### src/hdl/pctb_pkg.sv
// Shared constants and types for the phase-locked clock driver model
package pctb_pkg;
   // ==========================================================
   // Geometry
   localparam int NUM_MAIN = 5;
   localparam int PER_W = 20;
   localparam int NUM_PINS = 6;

   // ==========================================================
   // Timing: the system clock period and the lock window
   localparam longint CLK_PERIOD_PS = 25000;
   localparam longint LOCK_MIN_NS = 1000000;
   localparam longint LOCK_MAX_NS = 10000000;
   // Least time rounds up, longest time rounds down
   localparam longint LOCK_MIN_CYC = (LOCK_MIN_NS * 1000 + CLK_PERIOD_PS - 1) / CLK_PERIOD_PS;
   localparam longint LOCK_MAX_CYC = (LOCK_MAX_NS * 1000) / CLK_PERIOD_PS;
   // Feedback rise may lead the reference rise by up to this many cycles plus one and still count
   localparam int ALIGN_WIN = 2;
   localparam logic [3:0] ALIGN_WIN_W = 4'h2;

   // ==========================================================
   // Reset values
   localparam logic [1:0] DIST_RST = 2'h0;
   localparam logic [5:0] PINS_RST = 6'h0;

   // ==========================================================
   // Carriers
   typedef struct packed {
      logic ref_a;
      logic ref_b;
      logic ref_sel;
      logic oe_rst_n;
      logic loop_en;
      logic fb;
   } pctb_pins_t;

   typedef struct packed {
      logic [NUM_MAIN-1:0] main_outputs;
      logic inverted_output;
      logic double_rate_out;
      logic half_rate_out;
   } pctb_clk_t;

   typedef enum logic [1:0] {
      ST_TRI = 2'b00,
      ST_BYP = 2'b01,
      ST_ACQ = 2'b10,
      ST_LOCK = 2'b11
   } pctb_state_t;
endpackage : pctb_pkg

### src/hdl/pctb_nco.sv
// Digital oscillator that runs at twice the reference rate, phase reset on each reference rise
`timescale 1ns/10ps
module pctb_nco #(
   parameter int PER_W = pctb_pkg::PER_W
) (
   input wire logic clock_in,
   input wire logic resetn_in,
   input wire logic run_in,
   input wire logic ref_rise_in,
   output logic vco_out
);
   // ==========================================================
   // Period measurement and half-period generation
   logic [PER_W-1:0] per_cnt_q, per_cnt_d;
   logic [PER_W-1:0] period_q, period_d;
   logic [PER_W-1:0] phase_q, phase_d;
   logic [PER_W-1:0] quarter;
   logic vco_q, vco_d;

   always_comb begin
      per_cnt_d = per_cnt_q;
      period_d = period_q;
      phase_d = phase_q;
      vco_d = vco_q;
      // Two toggles per oscillator period, two oscillator periods per reference period
      quarter = period_q >> 2;
      if (quarter == '0) begin
         quarter = {{(PER_W-1){1'b0}}, 1'b1};
      end
      if (!run_in) begin
         per_cnt_d = '0;
         phase_d = '0;
         vco_d = 1'b0;
      end else if (ref_rise_in) begin
         // Rising edges only, so the reference duty cycle does not matter
         period_d = per_cnt_q + {{(PER_W-1){1'b0}}, 1'b1};
         per_cnt_d = '0;
         phase_d = '0;
         vco_d = 1'b1;
      end else begin
         if (per_cnt_q != '1) begin
            per_cnt_d = per_cnt_q + {{(PER_W-1){1'b0}}, 1'b1};
         end
         if (phase_q + {{(PER_W-1){1'b0}}, 1'b1} >= quarter) begin
            phase_d = '0;
            vco_d = ~vco_q;
         end else begin
            phase_d = phase_q + {{(PER_W-1){1'b0}}, 1'b1};
         end
      end
   end

   always_ff @(posedge clock_in) begin
      if (!resetn_in) begin
         per_cnt_q <= '0;
         period_q <= '0;
         phase_q <= '0;
         vco_q <= 1'b0;
      end else begin
         per_cnt_q <= per_cnt_d;
         period_q <= period_d;
         phase_q <= phase_d;
         vco_q <= vco_d;
      end
   end

   assign vco_out = vco_q;
endmodule : pctb_nco

### src/hdl/pctb_top.sv
// Clock driver core: reference selection, oscillator or bypass, distribution, 3-state and lock
`timescale 1ns/10ps
module pctb_top #(
   parameter int PER_W = pctb_pkg::PER_W,
   parameter int LOCK_MIN_CYC = int'(pctb_pkg::LOCK_MIN_CYC)
) (
   input wire logic clock_in,
   input wire logic resetn_in,
   input wire pctb_pkg::pctb_pins_t pins_in,
   output pctb_pkg::pctb_clk_t clk_out,
   output logic clk_oe_out,
   output logic lock_out
);
   // ==========================================================
   // Pin synchronisers: three stages, a change counts when stages two and three agree
   logic [pctb_pkg::NUM_PINS-1:0] raw;
   logic [pctb_pkg::NUM_PINS-1:0] s1_q, s2_q, s3_q, filt_q, filt_d;
   assign raw = pins_in;

   genvar gi;
   generate
      for (gi = 0; gi < pctb_pkg::NUM_PINS; gi = gi + 1) begin : g_sync
         always_comb begin
            filt_d[gi] = (s2_q[gi] == s3_q[gi]) ? s3_q[gi] : filt_q[gi];
         end
         always_ff @(posedge clock_in) begin
            if (!resetn_in) begin
               s1_q[gi] <= 1'b0;
               s2_q[gi] <= 1'b0;
               s3_q[gi] <= 1'b0;
               filt_q[gi] <= 1'b0;
            end else begin
               s1_q[gi] <= raw[gi];
               s2_q[gi] <= s1_q[gi];
               s3_q[gi] <= s2_q[gi];
               filt_q[gi] <= filt_d[gi];
            end
         end
      end
   endgenerate

   pctb_pkg::pctb_pins_t pin;
   logic ref_lvl;
   assign pin = pctb_pkg::pctb_pins_t'(filt_q);
   assign ref_lvl = pin.ref_sel ? pin.ref_b : pin.ref_a;

   // ==========================================================
   // Edge detection and oscillator
   logic ref_prev_q, fb_prev_q, vco_prev_q;
   logic ref_rise, fb_rise, vco_fall, vco, vco_src, run, restart;
   assign ref_rise = ref_lvl & ~ref_prev_q;
   assign fb_rise = pin.fb & ~fb_prev_q;
   // Outputs 3-stated break the feedback path, so the oscillator is held with them
   assign run = pin.loop_en & pin.oe_rst_n;

   pctb_nco #(.PER_W(PER_W)) u_nco (
      .clock_in(clock_in),
      .resetn_in(resetn_in),
      .run_in(run),
      .ref_rise_in(restart),
      .vco_out(vco)
   );

   // Bypass gates the reference straight into distribution
   assign vco_src = pin.loop_en ? vco : ref_lvl;
   assign vco_fall = vco_prev_q & ~vco_src;

   // ==========================================================
   // Distribution and lock tracking
   logic [1:0] dist_q, dist_d;
   logic started_q, started_d;
   logic [3:0] fb_age_q, fb_age_d;
   logic [31:0] lock_cnt_q, lock_cnt_d;
   pctb_pkg::pctb_state_t state_q, state_d;
   pctb_pkg::pctb_clk_t clk_d;
   logic oe_d, lock_d, aligned;

   always_comb begin
      dist_d = dist_q;
      started_d = started_q;
      fb_age_d = fb_age_q;
      lock_cnt_d = lock_cnt_q;
      state_d = state_q;
      aligned = fb_rise || (fb_age_q <= pctb_pkg::ALIGN_WIN_W);
      if (fb_rise) begin
         fb_age_d = 4'h0;
      end else if (fb_age_q != 4'hF) begin
         fb_age_d = fb_age_q + 4'h1;
      end
      if (!pin.oe_rst_n) begin
         // Distribution held in reset while the outputs float
         dist_d = pctb_pkg::DIST_RST;
         started_d = 1'b0;
      end else if (vco_fall) begin
         dist_d = dist_q + 2'h1;
         started_d = 1'b1;
      end
      case (state_q)
         pctb_pkg::ST_TRI: begin
            lock_cnt_d = '0;
            if (pin.oe_rst_n) begin
               state_d = pin.loop_en ? pctb_pkg::ST_ACQ : pctb_pkg::ST_BYP;
            end
         end
         pctb_pkg::ST_BYP: begin
            lock_cnt_d = '0;
            if (!pin.oe_rst_n) begin
               state_d = pctb_pkg::ST_TRI;
            end else if (pin.loop_en) begin
               state_d = pctb_pkg::ST_ACQ;
            end
         end
         pctb_pkg::ST_ACQ: begin
            if (!pin.oe_rst_n) begin
               state_d = pctb_pkg::ST_TRI;
            end else if (!pin.loop_en) begin
               state_d = pctb_pkg::ST_BYP;
            end else if (ref_rise && !aligned) begin
               lock_cnt_d = '0;
            end else if (lock_cnt_q + 32'h1 >= 32'(LOCK_MIN_CYC)) begin
               // Alignment held for the least lock time; well inside the longest
               state_d = pctb_pkg::ST_LOCK;
            end else begin
               lock_cnt_d = lock_cnt_q + 32'h1;
            end
         end
         pctb_pkg::ST_LOCK: begin
            if (!pin.oe_rst_n) begin
               state_d = pctb_pkg::ST_TRI;
            end else if (!pin.loop_en) begin
               state_d = pctb_pkg::ST_BYP;
            end else if (ref_rise && !aligned) begin
               lock_cnt_d = '0;
               state_d = pctb_pkg::ST_ACQ;
            end
         end
         default: begin
            state_d = pctb_pkg::ST_TRI;
         end
      endcase

      clk_d.main_outputs = {pctb_pkg::NUM_MAIN{dist_d[0]}};
      clk_d.inverted_output = started_d & ~dist_d[0];
      clk_d.half_rate_out = dist_d[1];
      clk_d.double_rate_out = ~vco_src;
      oe_d = pin.oe_rst_n;
      lock_d = (state_d == pctb_pkg::ST_LOCK);
   end

   always_ff @(posedge clock_in) begin
      if (!resetn_in) begin
         ref_prev_q <= 1'b0;
         fb_prev_q <= 1'b0;
         vco_prev_q <= 1'b0;
         dist_q <= pctb_pkg::DIST_RST;
         started_q <= 1'b0;
         fb_age_q <= 4'hF;
         lock_cnt_q <= '0;
         state_q <= pctb_pkg::ST_TRI;
         clk_out <= '0;
         clk_oe_out <= 1'b0;
         lock_out <= 1'b0;
      end else begin
         ref_prev_q <= ref_lvl;
         fb_prev_q <= pin.fb;
         vco_prev_q <= vco_src;
         dist_q <= dist_d;
         started_q <= started_d;
         fb_age_q <= fb_age_d;
         lock_cnt_q <= lock_cnt_d;
         state_q <= state_d;
         clk_out <= clk_d;
         clk_oe_out <= oe_d;
         lock_out <= lock_d;
      end
   end

   // ==========================================================
   // Phase alignment: the oscillator restart trails each reference rise by a slip count
   // The path from oscillator to feedback pin is several cycles long; restarting right on
   // the reference rise would leave the feedback late forever and the loop would never lock.
   logic [PER_W-1:0] since_q, since_d;
   logic [PER_W-1:0] ref_per_q, ref_per_d;
   logic [PER_W-1:0] skew_q, skew_d;

   always_comb begin
      since_d = since_q;
      ref_per_d = ref_per_q;
      skew_d = skew_q;
      if (ref_rise) begin
         since_d = '0;
         ref_per_d = since_q + {{(PER_W-1){1'b0}}, 1'b1};
         if (run && !aligned) begin
            // One cycle of slip per reference period until the feedback lands in the window
            if (skew_q + {{(PER_W-1){1'b0}}, 1'b1} >= ref_per_q) begin
               skew_d = '0;
            end else begin
               skew_d = skew_q + {{(PER_W-1){1'b0}}, 1'b1};
            end
         end
      end else if (since_q != '1) begin
         since_d = since_q + {{(PER_W-1){1'b0}}, 1'b1};
      end
   end

   // Zero slip restarts on the rise itself; the guard stops a saturated count from firing
   assign restart = ref_rise ? (skew_q == '0)
      : ((skew_q != '0) && (since_q + {{(PER_W-1){1'b0}}, 1'b1} == skew_q));

   always_ff @(posedge clock_in) begin
      if (!resetn_in) begin
         since_q <= '1;
         ref_per_q <= '0;
         skew_q <= '0;
      end else begin
         since_q <= since_d;
         ref_per_q <= ref_per_d;
         skew_q <= skew_d;
      end
   end
endmodule : pctb_top

### config.mk
export PLATFORM = sky130hd
export DESIGN_NAME = pctb_top
export DESIGN_NICKNAME = d
export VERILOG_FILES = /design/src/hdl/pctb_pkg.sv /design/src/hdl/pctb_nco.sv /design/src/hdl/pctb_top.sv
export SDC_FILE = /design/constraint.sdc
export NUM_CORES = 1
export LEC_CHECK = 0
export BUFFER_PORTS_ARGS = -buffer_cell sky130_fd_sc_hd__buf_2
export CAP_MARGIN = 20
export CORE_UTILIZATION = 35
export CTS_CLUSTER_DIAMETER = 60
export DETAILED_ROUTE_END_ITERATION = 12
export PLACE_DENSITY = 0.61
export SLEW_MARGIN = 20
export SYNTH_ARGS = -nofsm -noshare
export SYNTH_HDL_FRONTEND = slang
export SYNTH_HIERARCHICAL = 1
export SYNTH_SLANG_ARGS = --single-unit
### constraint.sdc
create_clock -name clock_in -period 3.57 [get_ports clock_in]
set_clock_uncertainty 0.05 [all_clocks]
set_input_delay 1.071 -clock clock_in [delete_from_list [all_inputs] [get_ports clock_in]]
set_output_delay 1.071 -clock clock_in [all_outputs]
set_load 0.03 [all_outputs]
# ---- Word-level counts from Yosys, hierarchy flattened
# Cells that the tools add are included.
dict set report totals {
  output_inout_bits 10
  elab_cells 142
  in_bits 8
  register_bits 195
}
dict set report classes {
  add_sub_neg 7
  n_reduce_logical 19
  n_eq_ne 20
  n_bitwise 12
  n_lt_le_gt_ge 4
  n_mux 35
}
# cell n
set op_table {}
lappend op_table {{32-bit 2-to-1 mux} 7}
lappend op_table {{32-bit case mux with 3 select lines} 1}
lappend op_table {{20-bit by 1-bit adder with 20-bit output (second input constant)} 4}
lappend op_table {{20-bit 2-to-1 mux} 3}
lappend op_table {{20-bit >= comparator} 2}
lappend op_table {{20-bit logical NOT} 2}
lappend op_table {{20-bit != test (second input constant)} 2}
lappend op_table {{32-bit by 1-bit adder with 32-bit output (second input constant)} 1}
lappend op_table {{32-bit by 16-bit >= comparator with 1-bit output (second input constant)} 1}
lappend op_table {{2-bit 2-to-1 mux} 13}
lappend op_table {{20-bit == test} 1}
lappend op_table {{20-bit nonzero test} 1}
lappend op_table {{18-bit 2-to-1 mux} 1}
lappend op_table {{2-bit != test (second input constant)} 5}
lappend op_table {{4-bit 2-to-1 mux} 2}
lappend op_table {{2-bit case mux with 4 select lines} 1}
lappend op_table {{1-bit 2-to-1 mux} 7}
lappend op_table {{1-bit NOT} 7}
lappend op_table {{1-bit == test} 6}
lappend op_table {{2-bit == test (second input constant)} 3}
lappend op_table {{2-bit AND reduction} 3}
lappend op_table {{6-bit AND reduction} 1}
lappend op_table {{2-bit nonzero test} 3}
lappend op_table {{1-bit bitwise AND} 5}
lappend op_table {{13 further kinds} 15}

# ---- Longest topological paths before layout
dict set report logic_depth {
  ltp_word 10
  ltp_mapped 17
  mapped_depth_nobuf 15
}

# ---- Modules after synthesis
# Netlist, hierarchy kept.
# mod instances area_each_um2 cells_each
set modules_own_cells {}
lappend modules_own_cells {pctb_top 1 6827.8 817}
lappend modules_own_cells {pctb_nco 1 2939.1 331}

# ---- Worst setup path before layout
# Ideal clock, no wire load.
dict set report synth_path {
  path_kind {flip-flop to flip-flop}
  start {register skew_q[0]}
  end {register skew_q[10]}
  path_stages_with_launch 17
  path_buffers 1
  arrival_ns 3.638
  setup_slack_ns -0.199
  t_required_ns 3.438
  cell_sequence {dfxtp_1 ha_1 nand3_1 nor3_1 nand3_1 nor2_1 nand3_1 xnor2_1 ha_1 a21o_1 a21oi_1 nor2_1 a2111oi_2 and2_0 buf_2 o211ai_1 o211ai_1}
}
dict set report synth_between {
  elab_chain_cells 3
}
# element line
set synth_lines {}
lappend synth_lines {{start: declaration} pctb_top.sv:184} ;# logic [PER_W-1:0] skew_q, skew_d;
lappend synth_lines {{start signal: assignment} pctb_top.sv:218} ;# skew_q <= skew_d;
lappend synth_lines {{20-bit by 1-bit adder with 20-bit output (*)} {pctb_top.sv:195, pctb_top.sv:198}}
lappend synth_lines {{20-bit >= comparator} pctb_top.sv:195} ;# if (skew_q + {{(PER_W-1){1'b0}}, 1'b1} >= ref_per_q) begin
lappend synth_lines {{20-bit 2-to-1 mux (*)} pctb_top.sv:195}
# Mark *: on every way between the ends. The rest lies on a longest branch, timed or not.
# A chain may end at the register's enable or synchronous reset.

# ---- Final worst setup path
dict set report layout_path {
  start {register skew_q[0]}
  end {register skew_q[18]}
}
# Same word-level chain as after synthesis.

==> impl.org <==
** Setup path
- Arrival @ worst endpoint :: 3.57 ns
- Data on the critical path is required at its endpoint by 3.85 ns.
- The worst setup path is captured at a flip-flop.
- Crit start category :: flip-flop
- CP Max Fanout :: 13
- Critical path class :: flip-flop to flip-flop

** Yosys
- Fraction of the yosys area taken by sequential cells :: 39.1%
- XOR/XNOR Fraction of Synth Area :: 8.88%
- Post-synthesis average cell area :: 8.51 µm²
- After synthesis, the share of flip-flops with an asynchronous set or reset is 0%.
- Synthesis produced a netlist whose cell count is 1,148.
- In this run, synthesis produced a sequential element count of 191.
- Area fraction in compound gates after synthesis :: 16.3%
- Of the total synthesized cell area, the portion taken by AND, OR, NAND and NOR gates is 23.9%.
- Netlist area before placement :: 0.00977 mm²
- The most used flip-flop cell after synthesis is dfxtp_1.
- The netlist uses 75 different library cells.
- Dominant combinational cell family by area after synthesis :: simple AND/OR/NAND/NOR gates
- During synthesis, Yosys emitted a total of 6 warnings.
- Post-synth EDFFs :: 0
- After synthesis, the share of cell area in mux cells is 0.641%.
- Fraction of the mapped netlist area in adder cells :: 5.89%

** Floorplan
- 18 I/O pins were placed.
- Full die area :: 0.0286 mm²
- From bottom edge to top edge, the die measures 169 µm.
- After floorplanning, the core was divided into 60 placement rows.
- Die W :: 169 µm
- Area inside the core boundary :: 0.0272 mm²
- Initial standard-cell utilization of the core :: 35.9%

** Route
- Vias per inst :: 5.04
- Detailed-router iteration count before antenna repair :: 5
- Vias after detailed routing :: 7,883
- Dividing the detail-routed wire length by the instance count gives 13.9 µm.
- Wires add up to 21,800 µm.
- In this run the remaining antenna-violating nets after routing total 0.
- After the first detailed-routing iteration, the DRC count stood at 511.
- After detailed routing, the number of remaining DRC violations is 0.

** Clock tree
- The cell sitting at the root of the clock tree is a clkbuf_16.
- Clock sinks :: 191
- Total clock buffers created by CTS :: 17
- The later pin in the worst-skew pair is clocked with a latency of 0.44 ns.
- The clock passes through at most 2 buffers.
- The H-tree was split into 4 levels.
- Clock-pin slew was measured on the worst setup and hold paths at 0.08 ns.
- The number of hold buffers added after CTS was 0.
- TritonCTS built the clock tree.

** Global routing
- Number of antenna violations at the first check in global routing :: 0
- Remaining global-route overflow :: 0
- Maximum number of pins on one net before global-route repair :: 45
- Global-route wire length before repair :: 36,800 µm
- Aggregate global-route resource usage :: 15.8%
- The via count of the first global-routing pass came to 7,488.

** STA
- Period utilisation layout :: 92.2%
- Setup Viol. Count Final :: 0
- Worst Tran Pin Value :: 0.964 ns
- Max Clk Rate :: 0.304 GHz
- Final number of hold-violating endpoints :: 0
- Final period demand of the worst path :: 3.29 ns
- In the post-route analysis, the smallest setup slack over all paths is 0.280 ns.
- Relative max-transition margin :: 35.2%
- Total count of max-transition violations in the final report :: 0

** Final layout
- Fraction of layout cells with a size suffix above 1 :: 12.5%
- Layout fillers :: 2,747
- The top cell types in the final layout, fill and taps aside, are dfxtp_1 (191), nand2_1 (103), nor2_1 (100).
- For this run, the post-layout net count is 1,232.
- The repair_antennas step left the layout with diodes totalling 0.
- Most common library cell in the layout ignoring fill and taps :: dfxtp_1
- In the final layout, the multi-input gates occupy 0.00554 mm².
- Register Area :: 0.00382 mm²
- Area growth syn-to-layout :: 14.4%

** Pwr
- VDD sags by at most 297 µV.
- Power comes to 0.00537 W.
- Static Leak :: 4.00 nW
- In this run the power density over the cells is 480 mW/mm².

** Status
- Result of the run :: complete, no violations

** Placed design
- Worst slack after detailed placement :: -0.00790 ns
- Number of buffer cells added on primary ports :: 17
- Final RePlAce weighted congestion :: 0.874
- After legalization and detailed placement, the total HPWL measured 15,900 µm.

** Run
- The tool flagged a number of max-cap violations equal to 0.

** Hold path
- Path class of the lowest-slack min-delay path :: flip-flop to flip-flop
-- metrics by stage --
stage | hold slack, ns | area (µm²) | setup TNS (ns) | utilization, % | cells
global route | 0.414 | 11200 | -0.00308 | 41.1 | 1563
CTS | 0.387 | 11100 | 0 | 40.8 | 1562
finish | 0.387 | 11200 | 0 | 41.1 | 1563
global placement | 0.375 | 10500 | -0.00638 | 38.6 | 1530
floorplan | 0.362 | 9790 | 0 | - | 1149
detailed placement | 0.371 | 10500 | -0.0109 | 38.6 | 1530
-- timing repair --
| action | CTS | global route |
|---|---|---|
| setup endpoints to repair | 3 | 54 |
| buffers inserted | 0 | 1 |
| resized for setup | 1 | 16 |
| pin swaps | 0 | 4 |
-- Yosys cell counts, drive strengths merged, types with 4 or more instances --
cell type,instances,area share [%]
dfxtp,191,39
nand2,103,4.0
nor2,103,4.0
inv,61,2.3
xnor2,58,5.2
a21oi,55,2.8
nand3,53,2.8
o21ai,52,2.7
ha,46,5.9
a211oi,44,3.4
xor2,41,3.7
clkbuf,40,1.6
and2,39,2.5
nand4,26,1.9
o211ai,25,1.9
nor3,23,1.3
nor2b,21,1.6
nor4,21,1.8
and3,18,1.2
buf,18,1.2
a31oi,10,0.64
a21o,9,0.69
and4,9,0.81
or2,7,0.45
or3,6,0.38
nand2b,5,0.32
a2111oi,4,0.61
a22o,4,0.36
a311oi,4,0.36
a31o,4,0.36
mux2i,4,0.41
-- area by class of cell --
cell class | instances | area share [%]
well taps | 372 | 4.17
clock inverters | 14 | 1.55
repair buffers | 68 | 4.53
clock buffers | 18 | 3.84
multi-input cells | 838 | 49.6
inverters | 62 | 2.08
flip-flops and latches | 191 | 34.2
-- state kept, by name, indices dropped and copies added, names as in the netlist, 2 cells and up --
register         flops
state_q              2
ref_per_q           20
s3_q                 6
s1_q                 6
filt_q               5
u_nco/phase_q       20
fb_age_q             4
since_q             20
u_nco/period_q      18
lock_cnt_q          32
skew_q              20
s2_q                 6
clk_out              3
u_nco/per_cnt_q     20
-- critical path, stage by stage, from the launching register on --
cell and delay [ns]:
dfxtp_1 0.35, ha_1 0.19, nand3_1 0.12, nor3_2 0.25, nand3_2 0.13, nor2_4 0.17, nand2_1 0.08, nor2_1 0.13
xnor2_1 0.10, ha_1 0.30, nand4_1 0.17, a2111oi_2 0.40, o21ai_2 0.16, buf_12 0.18, o21a_1 0.20, a22o_1 0.18
-- cells by family after synthesis --
group,Yosys count
AO/OA/AOI/OAI,238
XOR/XNOR,99
adder cells (fa/ha/maj),46
buffers and inverters,120
flip-flops,191
multiplexers,6
other,1
AND/OR/NAND/NOR,447
-- routing by layer --
metal,wire length [µm],GRT usage [%],up-vias
met2,10300,27.0,93
met3,524,2.69,24
met5,0,0,-
li1,-,-,4099
met4,286,4.31,0
met1,10600,20.5,3667
-- power by group --
group / leakage [nW] / internal (W) / total, W / switching, W
sequential: 1.55 / 0.00225 / 0.00236 / 0.000106
combinational: 2.16 / 0.000462 / 0.00105 / 0.000586
clock: 0.293 / 0.00106 / 0.00196 / 0.000898
-- worst paths after layout --
kind	slack, ns	from	endpoint	cells after the start
worst max register to register	0.28	skew_q[0]	skew_q[18]	15
worst min-delay path	0.39	s1_q[0]	s2_q[0]	1
worst min register to register	0.39	s1_q[0]	s2_q[0]	1
worst max-delay path	0.28	skew_q[0]	skew_q[18]	15
Power figures use the tool's default switching activity.
